**src/jtl_pkg.sv**
```systemverilog
// Shared constants, types and link mode decode for the link transmit front end.
// Assumes one device clock; all users import this package.
package jtl_pkg;

  localparam int SMP_W      = 16;
  localparam int ACC_W      = 22;
  localparam int FIFO_W     = 32;
  localparam int FIFO_DEPTH = 16;
  localparam int LANES_MAX  = 16;
  localparam int MODE_W     = 5;
  localparam int MF_CYC     = 32;
  localparam int LMFC_W     = 5;
  localparam int ILAS_MF    = 4;
  localparam int BLK_OCT    = 8;
  localparam int MODE_IS66  = 3;

  localparam logic [7:0] K28_5    = 8'hBC;
  localparam logic [7:0] K28_0    = 8'h1C;
  localparam logic [7:0] K28_3    = 8'h7C;
  localparam logic [7:0] OCT_IDLE = 8'h00;
  localparam logic [1:0] SH_DATA  = 2'h1;

  typedef enum logic [2:0] {DEC_BYPASS, DEC_4, DEC_8, DEC_16, DEC_32} jtl_dec_t;
  typedef enum logic [1:0] {ST_CGS, ST_WAIT, ST_ILAS, ST_DATA} jtl_state_t;

  // Decimation follows the link mode setting, low three bits
  function automatic jtl_dec_t jtl_mode_dec(input logic [MODE_W-1:0] m);
    unique case (m[2:0])
      3'h1:    jtl_mode_dec = DEC_4;
      3'h2:    jtl_mode_dec = DEC_8;
      3'h3:    jtl_mode_dec = DEC_16;
      3'h4:    jtl_mode_dec = DEC_32;
      default: jtl_mode_dec = DEC_BYPASS;
    endcase
  endfunction

  // Fewer lanes as the sample rate drops
  function automatic logic [LANES_MAX-1:0] jtl_mode_lanes(input logic [MODE_W-1:0] m);
    unique case (jtl_mode_dec(m))
      DEC_BYPASS: jtl_mode_lanes = 16'hFFFF;
      DEC_4:      jtl_mode_lanes = 16'h00FF;
      DEC_8:      jtl_mode_lanes = 16'h000F;
      DEC_16:     jtl_mode_lanes = 16'h0003;
      DEC_32:     jtl_mode_lanes = 16'h0001;
    endcase
  endfunction

endpackage

```
**src/jtl_fifo.sv**
```systemverilog
// Sample FIFO between the decimator and the octet framer.
// Assumes both sides on clk; depth is a power of two.
`timescale 1ns/1ps
module jtl_fifo #(
  parameter int W     = 32,
  parameter int DEPTH = 16
) (
  input  wire logic         clk,
  input  wire logic         rst_b,
  input  wire logic         inValid,
  output logic              inReady,
  input  wire logic [W-1:0] inData,
  output logic              outValid,
  input  wire logic         outReady,
  output logic [W-1:0]      outData
);
  localparam int AW = $clog2(DEPTH);

  logic [W-1:0]  mem [DEPTH];
  logic [AW-1:0] wrPtr_q;
  logic [AW-1:0] rdPtr_q;
  logic [AW:0]   count_q;
  wire           push;
  wire           pop;

  // Full and empty come straight from the count
  assign inReady  = count_q != (AW+1)'(DEPTH);
  assign outValid = count_q != '0;
  assign outData  = mem[rdPtr_q];
  assign push     = inValid && inReady;
  assign pop      = outValid && outReady;

  // Storage has no reset, it is never read while empty
  always_ff @(posedge clk) begin
    if (push) begin
      mem[wrPtr_q] <= inData;
    end
  end

  always_ff @(posedge clk or negedge rst_b) begin
    if (!rst_b) begin
      wrPtr_q <= '0;
      rdPtr_q <= '0;
      count_q <= '0;
    end else begin
      wrPtr_q <= wrPtr_q + AW'(push);
      rdPtr_q <= rdPtr_q + AW'(pop);
      count_q <= count_q + (AW+1)'(push) - (AW+1)'(pop);
    end
  end
endmodule

```
**src/jtl_decim.sv**
```systemverilog
// Accumulate-and-dump decimator with optional x2 gain boost.
// Assumes I/Q arrive already mixed; the sink may stall the output word.
`timescale 1ns/1ps
module jtl_decim (
  input  wire logic                          clk,
  input  wire logic                          rst_b,
  input  wire jtl_pkg::jtl_dec_t             decSel,
  input  wire logic                          boost,
  input  wire logic                          inValid,
  input  wire logic signed [jtl_pkg::SMP_W-1:0] inI,
  input  wire logic signed [jtl_pkg::SMP_W-1:0] inQ,
  output logic                               outValid,
  input  wire logic                          outReady,
  output logic [jtl_pkg::FIFO_W-1:0]         outData,
  output logic                               dropped
);
  import jtl_pkg::*;

  // Log2 of the decimation ratio
  function automatic logic [2:0] decShift(input jtl_dec_t d);
    unique case (d)
      DEC_BYPASS: decShift = 3'h0;
      DEC_4:      decShift = 3'h2;
      DEC_8:      decShift = 3'h3;
      DEC_16:     decShift = 3'h4;
      DEC_32:     decShift = 3'h5;
    endcase
  endfunction

  // Boost doubles the sum (6.02 dB); otherwise the chain is unity
  function automatic logic [SMP_W-1:0] scale(input logic signed [ACC_W-1:0] s,
                                             input logic b, input logic [2:0] n);
    logic signed [ACC_W:0] v;
    v = b ? {s, 1'b0} : {s[ACC_W-1], s};
    v = v >>> n;
    if (v[ACC_W:SMP_W-1] != {(ACC_W-SMP_W+2){v[ACC_W]}}) begin
      scale = v[ACC_W] ? {1'b1, {(SMP_W-1){1'b0}}} : {1'b0, {(SMP_W-1){1'b1}}};
    end else begin
      scale = v[SMP_W-1:0];
    end
  endfunction

  logic [4:0]              cnt_q;
  logic signed [ACC_W-1:0] accI_q;
  logic signed [ACC_W-1:0] accQ_q;
  logic                    outValid_q;
  logic [FIFO_W-1:0]       outData_q;
  logic                    dropped_q;
  wire  [2:0]              sh      = decShift(decSel);
  wire  [4:0]              lastIdx = 5'((32'd1 << sh) - 32'd1);
  wire                     dump    = inValid && cnt_q == lastIdx;
  wire                     room    = !outValid_q || outReady;
  wire  signed [ACC_W-1:0] sumI    = accI_q + ACC_W'(inI);
  wire  signed [ACC_W-1:0] sumQ    = accQ_q + ACC_W'(inQ);
  wire                     isReal  = decSel == DEC_BYPASS;
  // Bypass carries real samples, the Q half is zero
  wire  [SMP_W-1:0]        resI    = scale(sumI, boost, sh);
  wire  [SMP_W-1:0]        resQ    = isReal ? '0 : scale(sumQ, boost, sh);

  assign outValid = outValid_q;
  assign outData  = outData_q;
  assign dropped  = dropped_q;

  // A full FIFO stalls the word; a finished sum with no room is lost
  always_ff @(posedge clk or negedge rst_b) begin
    if (!rst_b) begin
      cnt_q      <= '0;
      accI_q     <= '0;
      accQ_q     <= '0;
      outValid_q <= 1'b0;
      outData_q  <= '0;
      dropped_q  <= 1'b0;
    end else begin
      dropped_q <= dump && !room;
      if (outReady) begin
        outValid_q <= 1'b0;
      end
      if (dump) begin
        cnt_q  <= '0;
        accI_q <= '0;
        accQ_q <= '0;
        if (room) begin
          outValid_q <= 1'b1;
          outData_q  <= {resI, resQ};
        end
      end else if (inValid) begin
        cnt_q  <= cnt_q + 5'h1;
        accI_q <= sumI;
        accQ_q <= sumQ;
      end
    end
  end

  property p_unity;
    @(posedge clk) disable iff (!rst_b)
    inValid && isReal && !boost && room |=> outValid_q && outData_q[FIFO_W-1 -: SMP_W] == $past(inI);
  endproperty
  a_unity: assert property (p_unity) else $error("bypass without boost is not unity");

  property p_boost;
    @(posedge clk) disable iff (!rst_b)
    dump && room && boost && decSel == DEC_4 && !sumI[ACC_W-1] && sumI < 22'sh1_0000
      |=> outData_q[FIFO_W-1 -: SMP_W] == SMP_W'($past(sumI) >>> 1);
  endproperty
  a_boost: assert property (p_boost) else $error("boost does not double the sample");
endmodule

```
**src/jtl_link_tx.sv**
```systemverilog
// Link transmit front end: decimation, sample FIFO and octet framing for
// 8B/10B and 64B/66B lanes. Assumes configuration pins and SYNC/SYSREF are
// asynchronous; the serializer and line coders sit downstream of laneOctet.
`timescale 1ns/1ps

module jtl_link_tx (
  input  wire logic                          clk,
  input  wire logic                          rst_b,
  input  wire logic [jtl_pkg::MODE_W-1:0]    linkModeSetting,
  input  wire logic                          gainBoost,
  input  wire logic                          fecEnable,
  input  wire logic                          syncIsOsc,
  input  wire logic                          syncIn_b,
  input  wire logic                          sysrefIn,
  input  wire logic                          smpValid,
  input  wire logic signed [jtl_pkg::SMP_W-1:0] smpI,
  input  wire logic signed [jtl_pkg::SMP_W-1:0] smpQ,
  output logic [7:0]                         laneOctet,
  output logic                               laneIsK,
  output logic [jtl_pkg::LANES_MAX-1:0]      laneEnable,
  output logic [1:0]                         syncHeader,
  output logic                               blockStart,
  output logic                               encode66,
  output logic                               fecActive,
  output logic                               oscSyncPulse,
  output logic                               multiframeStart,
  output logic                               linkUp,
  output logic                               sampleDropped
);
  import jtl_pkg::*;

  localparam int SYN_W = MODE_W + 5;

  logic [SYN_W-1:0]     meta_q;
  logic [SYN_W-1:0]     sync_q;
  logic [MODE_W-1:0]    modePrev_q;
  logic                 sysrefPrev_q;
  logic                 syncPrev_q;
  logic [LMFC_W-1:0]    lmfc_q;
  logic [1:0]           mf_q;
  logic [1:0]           mf_d;
  jtl_state_t           state_q;
  jtl_state_t           state_d;
  logic [1:0]           byteIdx_q;
  logic [2:0]           blkPos_q;
  logic [7:0]           octD;
  logic                 kD;
  logic [7:0]           laneOctet_q;
  logic                 laneIsK_q;
  logic [LANES_MAX-1:0] laneEnable_q;
  logic [1:0]           syncHeader_q;
  logic                 blockStart_q;
  logic                 encode66_q;
  logic                 fecActive_q;
  logic                 oscSyncPulse_q;
  logic                 multiframeStart_q;
  logic                 linkUp_q;
  logic                 sampleDropped_q;

  wire                  decValid;
  wire                  decReady;
  wire [FIFO_W-1:0]     decData;
  wire                  decDrop;
  wire                  fifoValid;
  wire [FIFO_W-1:0]     fifoData;

  // Synchronised pin view; only sync_q is read by logic
  wire [MODE_W-1:0] modeS    = sync_q[SYN_W-1 -: MODE_W];
  wire              boostS   = sync_q[4];
  wire              fecS     = sync_q[3];
  wire              oscS     = sync_q[2];
  wire              syncHi   = sync_q[1];
  wire              sysrefS  = sync_q[0];

  // Mode decode; only two line codings exist in the mode table
  wire jtl_dec_t    decSel   = jtl_mode_dec(modeS);
  wire              is66     = modeS[MODE_IS66];
  wire              isReal   = decSel == DEC_BYPASS;
  wire              modeChg  = modeS != modePrev_q;
  wire              sysrefRise = sysrefS && !sysrefPrev_q;
  wire              syncFell = syncPrev_q && !syncHi;
  wire              lmfcEdge = lmfc_q == LMFC_W'(MF_CYC - 1);

  // Byte walk through one FIFO word: two bytes real, four complex
  wire [1:0]        lastByte = isReal ? 2'h1 : 2'h3;
  wire [FIFO_W-1:0] shData   = fifoData << {byteIdx_q, 3'h0};
  wire [7:0]        curByte  = shData[FIFO_W-1 -: 8];
  wire              inData   = state_q == ST_DATA;
  wire              pop      = inData && fifoValid && byteIdx_q == lastByte;

  jtl_decim u_decim (
    .clk      (clk),
    .rst_b    (rst_b),
    .decSel   (decSel),
    .boost    (boostS),
    .inValid  (smpValid),
    .inI      (smpI),
    .inQ      (smpQ),
    .outValid (decValid),
    .outReady (decReady),
    .outData  (decData),
    .dropped  (decDrop)
  );

  jtl_fifo #(
    .W     (FIFO_W),
    .DEPTH (FIFO_DEPTH)
  ) u_fifo (
    .clk      (clk),
    .rst_b    (rst_b),
    .inValid  (decValid),
    .inReady  (decReady),
    .inData   (decData),
    .outValid (fifoValid),
    .outReady (pop),
    .outData  (fifoData)
  );

  // Two-stage synchroniser, SYNC level sampled regardless of legacy timing
  always_ff @(posedge clk or negedge rst_b) begin
    if (!rst_b) begin
      meta_q <= '0;
      sync_q <= '0;
    end else begin
      meta_q <= {linkModeSetting, gainBoost, fecEnable, syncIsOsc, syncIn_b, sysrefIn};
      sync_q <= meta_q;
    end
  end

  // Edge history for SYSREF, SYNC and mode changes
  always_ff @(posedge clk or negedge rst_b) begin
    if (!rst_b) begin
      modePrev_q   <= '0;
      sysrefPrev_q <= 1'b0;
      syncPrev_q   <= 1'b0;
    end else begin
      modePrev_q   <= modeS;
      sysrefPrev_q <= sysrefS;
      syncPrev_q   <= syncHi;
    end
  end

  // One counter serves as LMFC or LEMC; subclass 1 timing via SYSREF
  always_ff @(posedge clk or negedge rst_b) begin
    if (!rst_b) begin
      lmfc_q <= '0;
    end else if (sysrefRise) begin
      lmfc_q <= '0;
    end else begin
      lmfc_q <= lmfc_q + LMFC_W'(1);
    end
  end

  // Link sequencing; a mode change restarts from comma transmission
  always_comb begin
    state_d = state_q;
    mf_d    = mf_q;
    if (modeChg) begin
      state_d = ST_CGS;
    end else if (is66) begin
      state_d = ST_DATA;
    end else if (!syncHi) begin
      state_d = ST_CGS;
    end else begin
      unique case (state_q)
        ST_CGS: state_d = ST_WAIT;
        ST_WAIT: if (lmfcEdge) begin
          state_d = ST_ILAS;
          mf_d    = '0;
        end
        ST_ILAS: if (lmfcEdge) begin
          mf_d = mf_q + 2'h1;
          if (mf_q == 2'(ILAS_MF - 1)) begin
            state_d = ST_DATA;
          end
        end
        ST_DATA: state_d = ST_DATA;
      endcase
    end
  end

  // Octet choice; ILAS multiframes open with /R/ and close with /A/
  always_comb begin
    octD = OCT_IDLE;
    kD   = 1'b0;
    unique case (state_q)
      ST_CGS, ST_WAIT: begin
        octD = K28_5;
        kD   = 1'b1;
      end
      ST_ILAS: begin
        if (lmfc_q == '0) begin
          octD = K28_0;
          kD   = 1'b1;
        end else if (lmfcEdge) begin
          octD = K28_3;
          kD   = 1'b1;
        end else begin
          octD = 8'(lmfc_q);
        end
      end
      ST_DATA: octD = fifoValid ? curByte : OCT_IDLE;
    endcase
  end

  // State and byte position
  always_ff @(posedge clk or negedge rst_b) begin
    if (!rst_b) begin
      state_q   <= ST_CGS;
      mf_q      <= '0;
      byteIdx_q <= '0;
      blkPos_q  <= '0;
    end else begin
      state_q   <= state_d;
      mf_q      <= mf_d;
      byteIdx_q <= (pop || !inData) ? 2'h0 : byteIdx_q + 2'(fifoValid);
      blkPos_q  <= blkPos_q + 3'h1; // blocks of BLK_OCT octets
    end
  end

  // All enabled lanes get the same octet in the same cycle, so they align
  always_ff @(posedge clk or negedge rst_b) begin
    if (!rst_b) begin
      laneOctet_q  <= K28_5;
      laneIsK_q    <= 1'b1;
      laneEnable_q <= '0;
    end else begin
      laneOctet_q  <= octD;
      laneIsK_q    <= kD && !is66;
      laneEnable_q <= jtl_mode_lanes(modeS);
    end
  end

  // 64B/66B block framing, FEC and oscillator sync on the SYNC pin
  always_ff @(posedge clk or negedge rst_b) begin
    if (!rst_b) begin
      syncHeader_q      <= '0;
      blockStart_q      <= 1'b0;
      encode66_q        <= 1'b0;
      fecActive_q       <= 1'b0;
      oscSyncPulse_q    <= 1'b0;
      multiframeStart_q <= 1'b0;
      linkUp_q          <= 1'b0;
      sampleDropped_q   <= 1'b0;
    end else begin
      blockStart_q      <= is66 && blkPos_q == '0;
      syncHeader_q      <= (is66 && blkPos_q == '0) ? SH_DATA : 2'h0;
      encode66_q        <= is66;
      fecActive_q       <= fecS && is66;
      oscSyncPulse_q    <= oscS && is66 && syncFell;
      multiframeStart_q <= lmfc_q == '0;
      linkUp_q          <= inData;
      sampleDropped_q   <= decDrop;
    end
  end

  assign laneOctet       = laneOctet_q;
  assign laneIsK         = laneIsK_q;
  assign laneEnable      = laneEnable_q;
  assign syncHeader      = syncHeader_q;
  assign blockStart      = blockStart_q;
  assign encode66        = encode66_q;
  assign fecActive       = fecActive_q;
  assign oscSyncPulse    = oscSyncPulse_q;
  assign multiframeStart = multiframeStart_q;
  assign linkUp          = linkUp_q;
  assign sampleDropped   = sampleDropped_q;

  property p_cgs_comma;
    @(posedge clk) disable iff (!rst_b)
    state_q == ST_CGS && !is66 |=> laneOctet_q == K28_5 && laneIsK_q;
  endproperty
  a_cgs_comma: assert property (p_cgs_comma) else $error("no comma during CGS");

  property p_wait_hold;
    @(posedge clk) disable iff (!rst_b)
    state_q == ST_WAIT && !lmfcEdge && syncHi && !is66 && !modeChg |=> state_q == ST_WAIT;
  endproperty
  a_wait_hold: assert property (p_wait_hold) else $error("ILAS began off the edge");

  property p_ilas_go;
    @(posedge clk) disable iff (!rst_b)
    state_q == ST_WAIT && lmfcEdge && syncHi && !is66 && !modeChg && !sysrefRise
      |=> state_q == ST_ILAS && lmfc_q == '0 ##1 laneOctet_q == K28_0;
  endproperty
  a_ilas_go: assert property (p_ilas_go) else $error("ILAS not started at edge");

  property p_sysref;
    @(posedge clk) disable iff (!rst_b)
    sysrefRise |=> lmfc_q == '0;
  endproperty
  a_sysref: assert property (p_sysref) else $error("SYSREF did not reset counter");

  property p_ignore_sync;
    @(posedge clk) disable iff (!rst_b)
    is66 && !modeChg && state_q == ST_DATA && $fell(syncHi) |=> (state_q == ST_DATA) [*2];
  endproperty
  a_ignore_sync: assert property (p_ignore_sync) else $error("SYNC disturbed 64B/66B");

  property p_fec;
    @(posedge clk) disable iff (!rst_b)
    !is66 |=> !fecActive_q;
  endproperty
  a_fec: assert property (p_fec) else $error("FEC active outside 64B/66B");

  property p_hdr;
    @(posedge clk) disable iff (!rst_b)
    is66 && blkPos_q == '0 |=> blockStart_q && syncHeader_q == SH_DATA;
  endproperty
  a_hdr: assert property (p_hdr) else $error("missing block sync header");

  property p_lanes;
    @(posedge clk) disable iff (!rst_b)
    decSel == DEC_BYPASS |=> $countones(laneEnable_q) == LANES_MAX;
  endproperty
  a_lanes: assert property (p_lanes) else $error("bypass not on all lanes");
endmodule

```
**config.mk**
```make
export PLATFORM = sky130hd
export DESIGN_NAME = jtl_link_tx
export DESIGN_NICKNAME = d
export VERILOG_FILES = /design/src/jtl_pkg.sv /design/src/jtl_fifo.sv /design/src/jtl_decim.sv /design/src/jtl_link_tx.sv
export SDC_FILE = /design/constraint.sdc
export NUM_CORES = 1
export LEC_CHECK = 0
export BUFFER_PORTS_ARGS = -buffer_cell sky130_fd_sc_hd__buf_2
export CAP_MARGIN = 20
export CORE_MARGIN = 2
export CORE_UTILIZATION = 44
export DETAILED_ROUTE_END_ITERATION = 7
export RECOVER_POWER = 50
export SKIP_LAST_GASP = 1
export SLEW_MARGIN = 30
export SYNTH_ARGS = -nofsm -noshare
export SYNTH_HDL_FRONTEND = slang
export SYNTH_SLANG_ARGS = --single-unit
```
**constraint.sdc**
```tcl
create_clock -name clk -period 3.5 [get_ports clk]
set_input_delay 0.7 -clock clk [delete_from_list [all_inputs] [get_ports clk]]
set_output_delay 0.7 -clock clk [all_outputs]
set_load 0.02 [all_outputs]
```
# Word-level counts from Yosys, hierarchy flattened
# Memories as Yosys holds them, arrays and structs flattened.
# Cells that the tools add are included.
dict set report op_classes {
  shifts 4
  add_sub_neg 12
  eq_ne 24
  muxes 42
  bitwise 2
  n_reduce_logical 32
}
# operator count
set op_table {}
lappend op_table {{22-bit two-way mux} 6}
lappend op_table {{16-bit two-way mux} 5}
lappend op_table {{16-bit case mux with 5 select lines} 1}
lappend op_table {{23-bit by 3-bit >>> shifter with 23-bit output} 2}
lappend op_table {{22-bit by 16-bit adder with 22-bit output} 2}
lappend op_table {{32-bit by 5-bit left shift with 32-bit output} 1}
lappend op_table {{8-bit case mux with 3 select lines} 1}
lappend op_table {{2-bit two-way mux} 10}
lappend op_table {{5-bit != test (second input constant)} 4}
lappend op_table {{5-bit two-way mux} 3}
lappend op_table {{3-bit case mux with 5 select lines} 1}
lappend op_table {{7-bit two-way mux} 2}
lappend op_table {{7-bit != test} 2}
lappend op_table {{1-bit logical AND} 13}
lappend op_table {{3-bit by 2-bit == test with 1-bit output (second input constant)} 4}
lappend op_table {{3-bit case mux with 4 select lines} 1}
lappend op_table {{5-bit by 1-bit adder with 5-bit output (second input constant)} 2}
lappend op_table {{4-bit by 1-bit adder with 4-bit output} 2}
lappend op_table {{1-bit two-way mux} 8}
lappend op_table {{8-bit two-way mux} 1}
lappend op_table {{2-bit case mux with 4 select lines} 1}
lappend op_table {{2-bit == test (second input constant)} 3}
lappend op_table {{3-bit by 1-bit == test with 1-bit output (second input constant)} 2}
lappend op_table {{3-bit == test (second input constant)} 2}
lappend op_table {{27 further kinds} 37}
dict set report word_totals {
  mem_count 1
  ramBits 512
  regBits 170
  inputBits 45
  word_cells 147
}
# name depth word_bits rd rd_ports_with_merged_regs wr line_no
set mem_list {}
lappend mem_list {u_fifo.mem 16 32 1 0 1 jtl_fifo.sv:19} ;# logic [W-1:0] mem [DEPTH];

# Depth between registers and ports, before layout
dict set report logic_depth {
  ltp_word 9
  depth_mapped 17
}

# Cells and area by module
# From an unflattened synthesis, not the netlist that was laid out.
dict set report hier_totals {
  cells_unflattened 2228
  area_unflattened_um2 31142.4
}
# mod area_each_um2 instances cells_per_inst
set modules_own_cells {}
lappend modules_own_cells {jtl_fifo 20284.5 1 994}
lappend modules_own_cells {jtl_decim 8339.2 1 1046}
lappend modules_own_cells {jtl_link_tx 2518.7 1 188}

# Least setup slack after synthesis
# No wires, ideal clock.
dict set report synth_path {
  kind {input -> register}
  from {in smpI[0] (netlist name)}
  to {reg u_decim.outData_q[29], in the netlist u_decim.outData[29]}
  n_path_buf 1
  cell_stages 14
  required_time_ns 3.369
  setup_ns 0.131
  arrival_time_ns 3.907
  path_slack_ns -0.538
  cell_sequence {ha_1 fa_1 a21o_1 a311o_1 and3_1 o2111a_1 a211oi_2 mux2i_2 mux2i_2 nor3_1 o31a_1 a32oi_4 buf_6 o22ai_1}
}
dict set report synth_between {
  elab_chain_len 5
  word_cells_on_any_way 6
  cone_classes {add/sub (1); eq/ne (1); shift (1); mux (3)}
}
# item line_no
set synth_lines {}
lappend synth_lines {{start, declared} jtl_link_tx.sv:16} ;# input wire logic signed [jtl_pkg::SMP_W-1:0] smpI,
lappend synth_lines {{22-bit by 16-bit adder with 22-bit output (*)} jtl_decim.sv:53} ;# wire signed [ACC_W-1:0] sumI = accI_q + ACC_W'(inI);
lappend synth_lines {{22-bit two-way mux} jtl_decim.sv:34} ;# v = b ? {s, 1'b0} : {s[ACC_W-1], s};
lappend synth_lines {{23-bit by 3-bit >>> shifter with 23-bit output (*)} jtl_decim.sv:35} ;# v = v >>> n;
lappend synth_lines {{7-bit != test or 16-bit two-way mux (tied branches)} {jtl_decim.sv:36, jtl_decim.sv:37}}
lappend synth_lines {{16-bit two-way mux (*)} jtl_decim.sv:36} ;# if (v[ACC_W:SMP_W-1] != {(ACC_W-SMP_W+2){v[ACC_W]}}) begin
lappend synth_lines {{end signal, assigned} jtl_decim.sv:84} ;# outData_q <= {resI, resQ};
lappend synth_lines {{end, declared} jtl_decim.sv:47} ;# logic [FIFO_W-1:0] outData_q;
# Mark *: on every way between the ends. The rest lies on a longest branch, timed or not.
# A chain may end at the register's enable or synchronous reset.

# Worst setup path in the final report
dict set report layout_path {
  from {reg u_decim.accQ_q[0]}
  to {reg u_decim.outData_q[9], in the netlist u_decim.outData[9]}
}
dict set report layout_between {
  elab_chain_len 6
  word_cells_on_any_way 7
  cone_classes {add/sub (1); eq/ne (1); shift (1); mux (4)}
}
# item line_no
set layout_lines {}
lappend layout_lines {{start, declared} jtl_decim.sv:45} ;# logic signed [ACC_W-1:0] accQ_q;
lappend layout_lines {{start signal, assigned} jtl_decim.sv:89} ;# accQ_q <= sumQ;
lappend layout_lines {{22-bit by 16-bit adder with 22-bit output (*)} jtl_decim.sv:54} ;# wire signed [ACC_W-1:0] sumQ = accQ_q + ACC_W'(inQ);
lappend layout_lines {{22-bit two-way mux} jtl_decim.sv:34}
lappend layout_lines {{23-bit by 3-bit >>> shifter with 23-bit output (*)} jtl_decim.sv:35}
lappend layout_lines {{7-bit != test or 16-bit two-way mux (tied branches)} {jtl_decim.sv:36, jtl_decim.sv:37}}
lappend layout_lines {{16-bit two-way mux (*)} jtl_decim.sv:36}
lappend layout_lines {{16-bit two-way mux (*)} jtl_decim.sv:58} ;# wire [SMP_W-1:0] resQ = isReal ? '0 : scale(sumQ, boost, sh);
# Marked as above.

==> results.rst <==
.. list-table::
   :header-rows: 1

   * - Metric
     - Value
   * - Result of the run
     - complete, but fails checks
   * - Violated checks
     - max-capacitance violations, max-slew violations, negative setup slack
   * - Headroom to the max-slew limit
     - -21.31%
   * - Final Worst Setup Slack
     - -0.2428 ns
   * - Die width
     - 265.8 um
   * - Max-slew violation total from the final report
     - 73
   * - Post-synth EDFFs
     - 512
   * - Setup total negative slack
     - -4.702 ns
   * - Number of global-route vias before repair
     - 18,730
   * - H-tree levels
     - 3
   * - Number of buffers inserted during clock tree synthesis
     - 69
   * - TritonCTS clock tree
     - built
   * - Antenna Nets Post-Route
     - 0
   * - Starting DRT DRC Count
     - 1,316
   * - Max frequency
     - 0.2672 GHz
   * - Power density normalized to cell area
     - 752.9 nW/um^2
   * - Share of synthesized flip-flops with an asynchronous set or reset
     - 23.47%
   * - Layout Area Growth over Synthesis
     - 18.80%
   * - Clock tree root buffer cell
     - clkbuf_16
   * - Number of cells in the finished layout apart from fillers
     - 3,163
   * - Period utilization
     - 106.9%
   * - Clock-pin transition on the worst setup and hold timing paths
     - 0.06 ns
   * - Synthesized net count
     - 2,042
   * - Post-synthesis sequential element count
     - 669
   * - Detailed placer's ending HPWL
     - 47.76 mm
   * - Remaining routing DRC violations
     - 0
   * - Routed wire per std cell
     - 23.37 um
   * - Syn Area/Cell
     - 15.59 um^2
   * - Reg2Reg Setup Slack
     - -0.24 ns
   * - Die Y
     - 265.8 um
   * - Count of max-cap constraint violations
     - 1
   * - Min-delay src
     - gainBoost
   * - Worst setup EP type
     - flop
   * - Startpoint Class
     - flop
   * - Placed cells
     - 3,035
   * - Post-Place Cell Area
     - 33,650 um^2
   * - Count of vias placed by the detailed router
     - 18,220
   * - Wire length of the first global-routing pass
     - 112.8 mm
   * - Layout Skew
     - 0.03056 ns
   * - Cell Rows
     - 95
   * - Endpoint of the most critical register-to-register path
     - u_decim.outData[9]$_DFFE_PN0P_
   * - Core Area
     - 67,510 um^2
   * - Net count of the finished layout
     - 2,346
   * - Most common library cell in the layout ignoring fill and taps
     - edfxtp_1
   * - Storage element area
     - 19,320 um^2
   * - Setup CP Type
     - flop to flop
   * - Worst-margin pin slew
     - 1.820 ns
   * - FF-to-FF path depth
     - 14
   * - Total of buffers placed on input and output ports
     - 77
   * - 1st-pass router iterations
     - 6
   * - Share of the core filled with cells
     - 53.07%
   * - Internal power summed over all cells
     - 18,110 uW
   * - I/O pin cnt
     - 79
   * - Vias per inst
     - 5.761
   * - Worst vdd ir
     - 0.5925 mV
   * - Worst-skew pair later-pin latency
     - 0.61 ns
   * - CTS max path bufs
     - 3
   * - Data arrival time of the critical path
     - 4.28 ns
   * - Leading cell types in the layout, fill and taps excluded
     - 512 x edfxtp_1, 239 x buf_4, 168 x mux4_2, 147 x dfrtp_1, 113 x nor2_1
   * - Cell count after synthesis
     - 1,934
   * - Prevailing post-synth register cell
     - edfxtp_1
   * - Routability cong.
     - 0.8524
   * - Initial core utilization
     - 44.67%
   * - Layout fillers
     - 5,493
   * - Maximum fanout along the worst path
     - 15
   * - Post-route cell area
     - 35,830 um^2
   * - R2r startpoint
     - u_decim.accQ_q[0]$_DFFE_PN0P_
   * - CP Launch Point
     - u_decim.accQ_q[0]$_DFFE_PN0P_
   * - Area of combinational cells with multiple inputs
     - 10,450 um^2
   * - Syn Std Cell Area
     - 30,160 um^2
   * - Hold depth
     - 1
   * - Sequential power share
     - 41.1%
   * - Clk pwr share
     - 25.2%
   * - Tightest Hold Check Type
     - primary input to flop
   * - Routed wire length
     - 73.91 mm
   * - Final-report hold violation count
     - 0
   * - Synth cell types
     - 96
   * - Tot GR Track Use
     - 21.21%
   * - Capturing element of the worst setup path
     - u_decim.outData[9]$_DFFE_PN0P_
   * - Clk sink count
     - 669
   * - Comb power frac
     - 33.7%
   * - Data required time at the worst endpoint
     - 4.03 ns
   * - Switching share of power
     - 32.86%
   * - Initial antenna violation count
     - 0
   * - Maximum number of pins on one net before global-route repair
     - 73
   * - Count of final setup violators
     - 30
   * - Post-layout minimum cycle time
     - 3.743 ns
   * - Switching power
     - 8864 uW
   * - Leakage Power
     - 0.01297 uW
   * - Share of final-layout standard cells stronger than drive strength 1
     - 31.11%
   * - RSZ-0062 raised after global routing
     - true
   * - Area of the die
     - 70,650 um^2
   * - Share of the yosys chip area belonging to registers
     - 64.03%
   * - Grt ovf
     - 0
   * - Warning count from the yosys run
     - 0
## layout make-up
| class | instances | area share (%) |
|---|---|---|
| clock inverters | 38 | 0.7369 |
| multi-input cells | 1097 | 29.16 |
| repair buffers | 347 | 7.519 |
| well taps | 873 | 3.049 |
| clock buffers | 84 | 5.032 |
| inverters | 54 | 0.5657 |
| diodes | 1 | 0.006984 |
| flip-flops and latches | 669 | 53.93 |
## worst max-delay path, stage by stage, from the launching register on
cell      delay [ns]
dfrtp_1         0.40
ha_4            0.17
fa_2            0.33
a21o_1          0.19
a221o_1         0.36
a31o_4          0.27
nor2_4          0.12
o221ai_2        0.16
or4b_4          0.51
nor4_2          0.35
nand2_1         0.08
mux2_4          0.28
a21oi_4         0.14
buf_12          0.15
a221o_1         0.15
## state kept, by name, summed over array words and instances, names as in the netlist, 3 cells and up
signal	cells
u_fifo.rdPtr_q	4
meta_q	10
sync_q	10
u_decim.outData	32
modePrev_q	5
lmfc_q	5
u_decim.accQ_q	22
u_fifo.wrPtr_q	4
laneOctet	8
u_decim.accI_q	22
u_fifo.mem	512
u_decim.cnt_q	5
laneEnable	5
u_fifo.count_q	5
blkPos_q	3
## stage by stage
step	power [uW]	hold WS (ns)	setup WS [ns]
floorplan	15840	0.3312	-0.3538
global placement	19870	0.3328	-0.6234
detailed placement	20080	0.3363	-0.7482
CTS	27090	0.1226	-0.2147
global route	28480	0.1756	-0.3358
finish	26970	0.2028	-0.2428
## worst min path at each step
stage | endpoint | slack (ns)
3_5_place_dp | sync_q[0]$_DFF_PN0_ | 0.34
6_report | meta_q[4]$_DFF_PN0_ | 0.20
2_1_floorplan | sampleDropped$_DFF_PN0_ | 0.33
4_1_cts | u_decim.accI_q[10]$_DFFE_PN0P_ | 0.12
5_1_grt | meta_q[4]$_DFF_PN0_ | 0.18
3_3_place_gp | sync_q[8]$_DFF_PN0_ | 0.33
## synth_stat cells, types with 7 or more instances
cell type	instances	area, um^2
xnor2_1	31	271.5
nor3_1	27	135.1
mux2i_1	47	470.5
o22ai_2	8	100.1
o21ai_0	68	340.3
o31ai_1	7	52.55
nand3_1	53	265.3
o21a_1	8	60.06
xor2_1	26	227.7
or3_1	11	68.82
ha_1	60	750.7
clkbuf_1	63	236.5
and3_1	8	50.05
o221ai_1	8	70.07
a31oi_1	7	43.79
buf_1	27	101.4
o21ai_1	7	35.03
nand4_1	11	68.82
a221o_1	17	170.2
o2bb2ai_1	19	166.4
and2_1	10	62.56
mux4_2	168	3784
edfxtp_1	512	15370
nor2_1	126	473.0
nand2b_1	8	50.05
nand2_1	105	394.1
a21o_1	15	112.6
a21oi_1	83	415.4
mux2_2	15	168.9
inv_1	53	198.9
dfrtp_1	151	3779
or2_2	7	43.79
buf_2	7	35.03
o22ai_1	17	106.4
buf_4	13	97.59
## cells by family (layout without fill, tap and decap cells)
| family | count (synthesis) | after routing | synth area share, % |
|---|---|---|---|
| other cells | 2 | 3 | 0.02490 |
| flops | 669 | 669 | 64.03 |
| simple gates | 405 | 405 | 6.443 |
| compound gates | 336 | 337 | 7.924 |
| xor+xnor | 58 | 58 | 1.709 |
| fa+ha+maj | 63 | 63 | 2.688 |
| buf+inv | 169 | 523 | 2.419 |
| mux | 232 | 232 | 14.76 |
## power by group through the flow
stage          clock, uW  combinational [uW]  sequential (uW)
2_1_floorplan          0                5150            10700
3_3_place_gp           0                8720            11200
3_5_place_dp           0                8830            11200
4_1_cts             6940                9070            11100
5_1_grt             7240               10000            11200
6_report            6800                9100            11100
## layer usage
layer | up-vias | share of wire [%] | global-route usage (%)
met5 | - | 0 | 0
met4 | 0 | 2.8 | 6.347
met3 | 117 | 4.5 | 2.967
met2 | 466 | 50 | 36.19
met1 | 9409 | 43 | 28.39
li1 | 8230 | - | -
## repair_timing
action / in CTS / in global routing
pin swaps: 17 / 4
resized for setup: 15 / 4
cloned: 1 / 0
setup buffers: 4 / 0
endpoints found under the setup margin: 30 / 31
hold buffers: 0 / 0
Note: power is estimated with default switching activity, not from simulation.
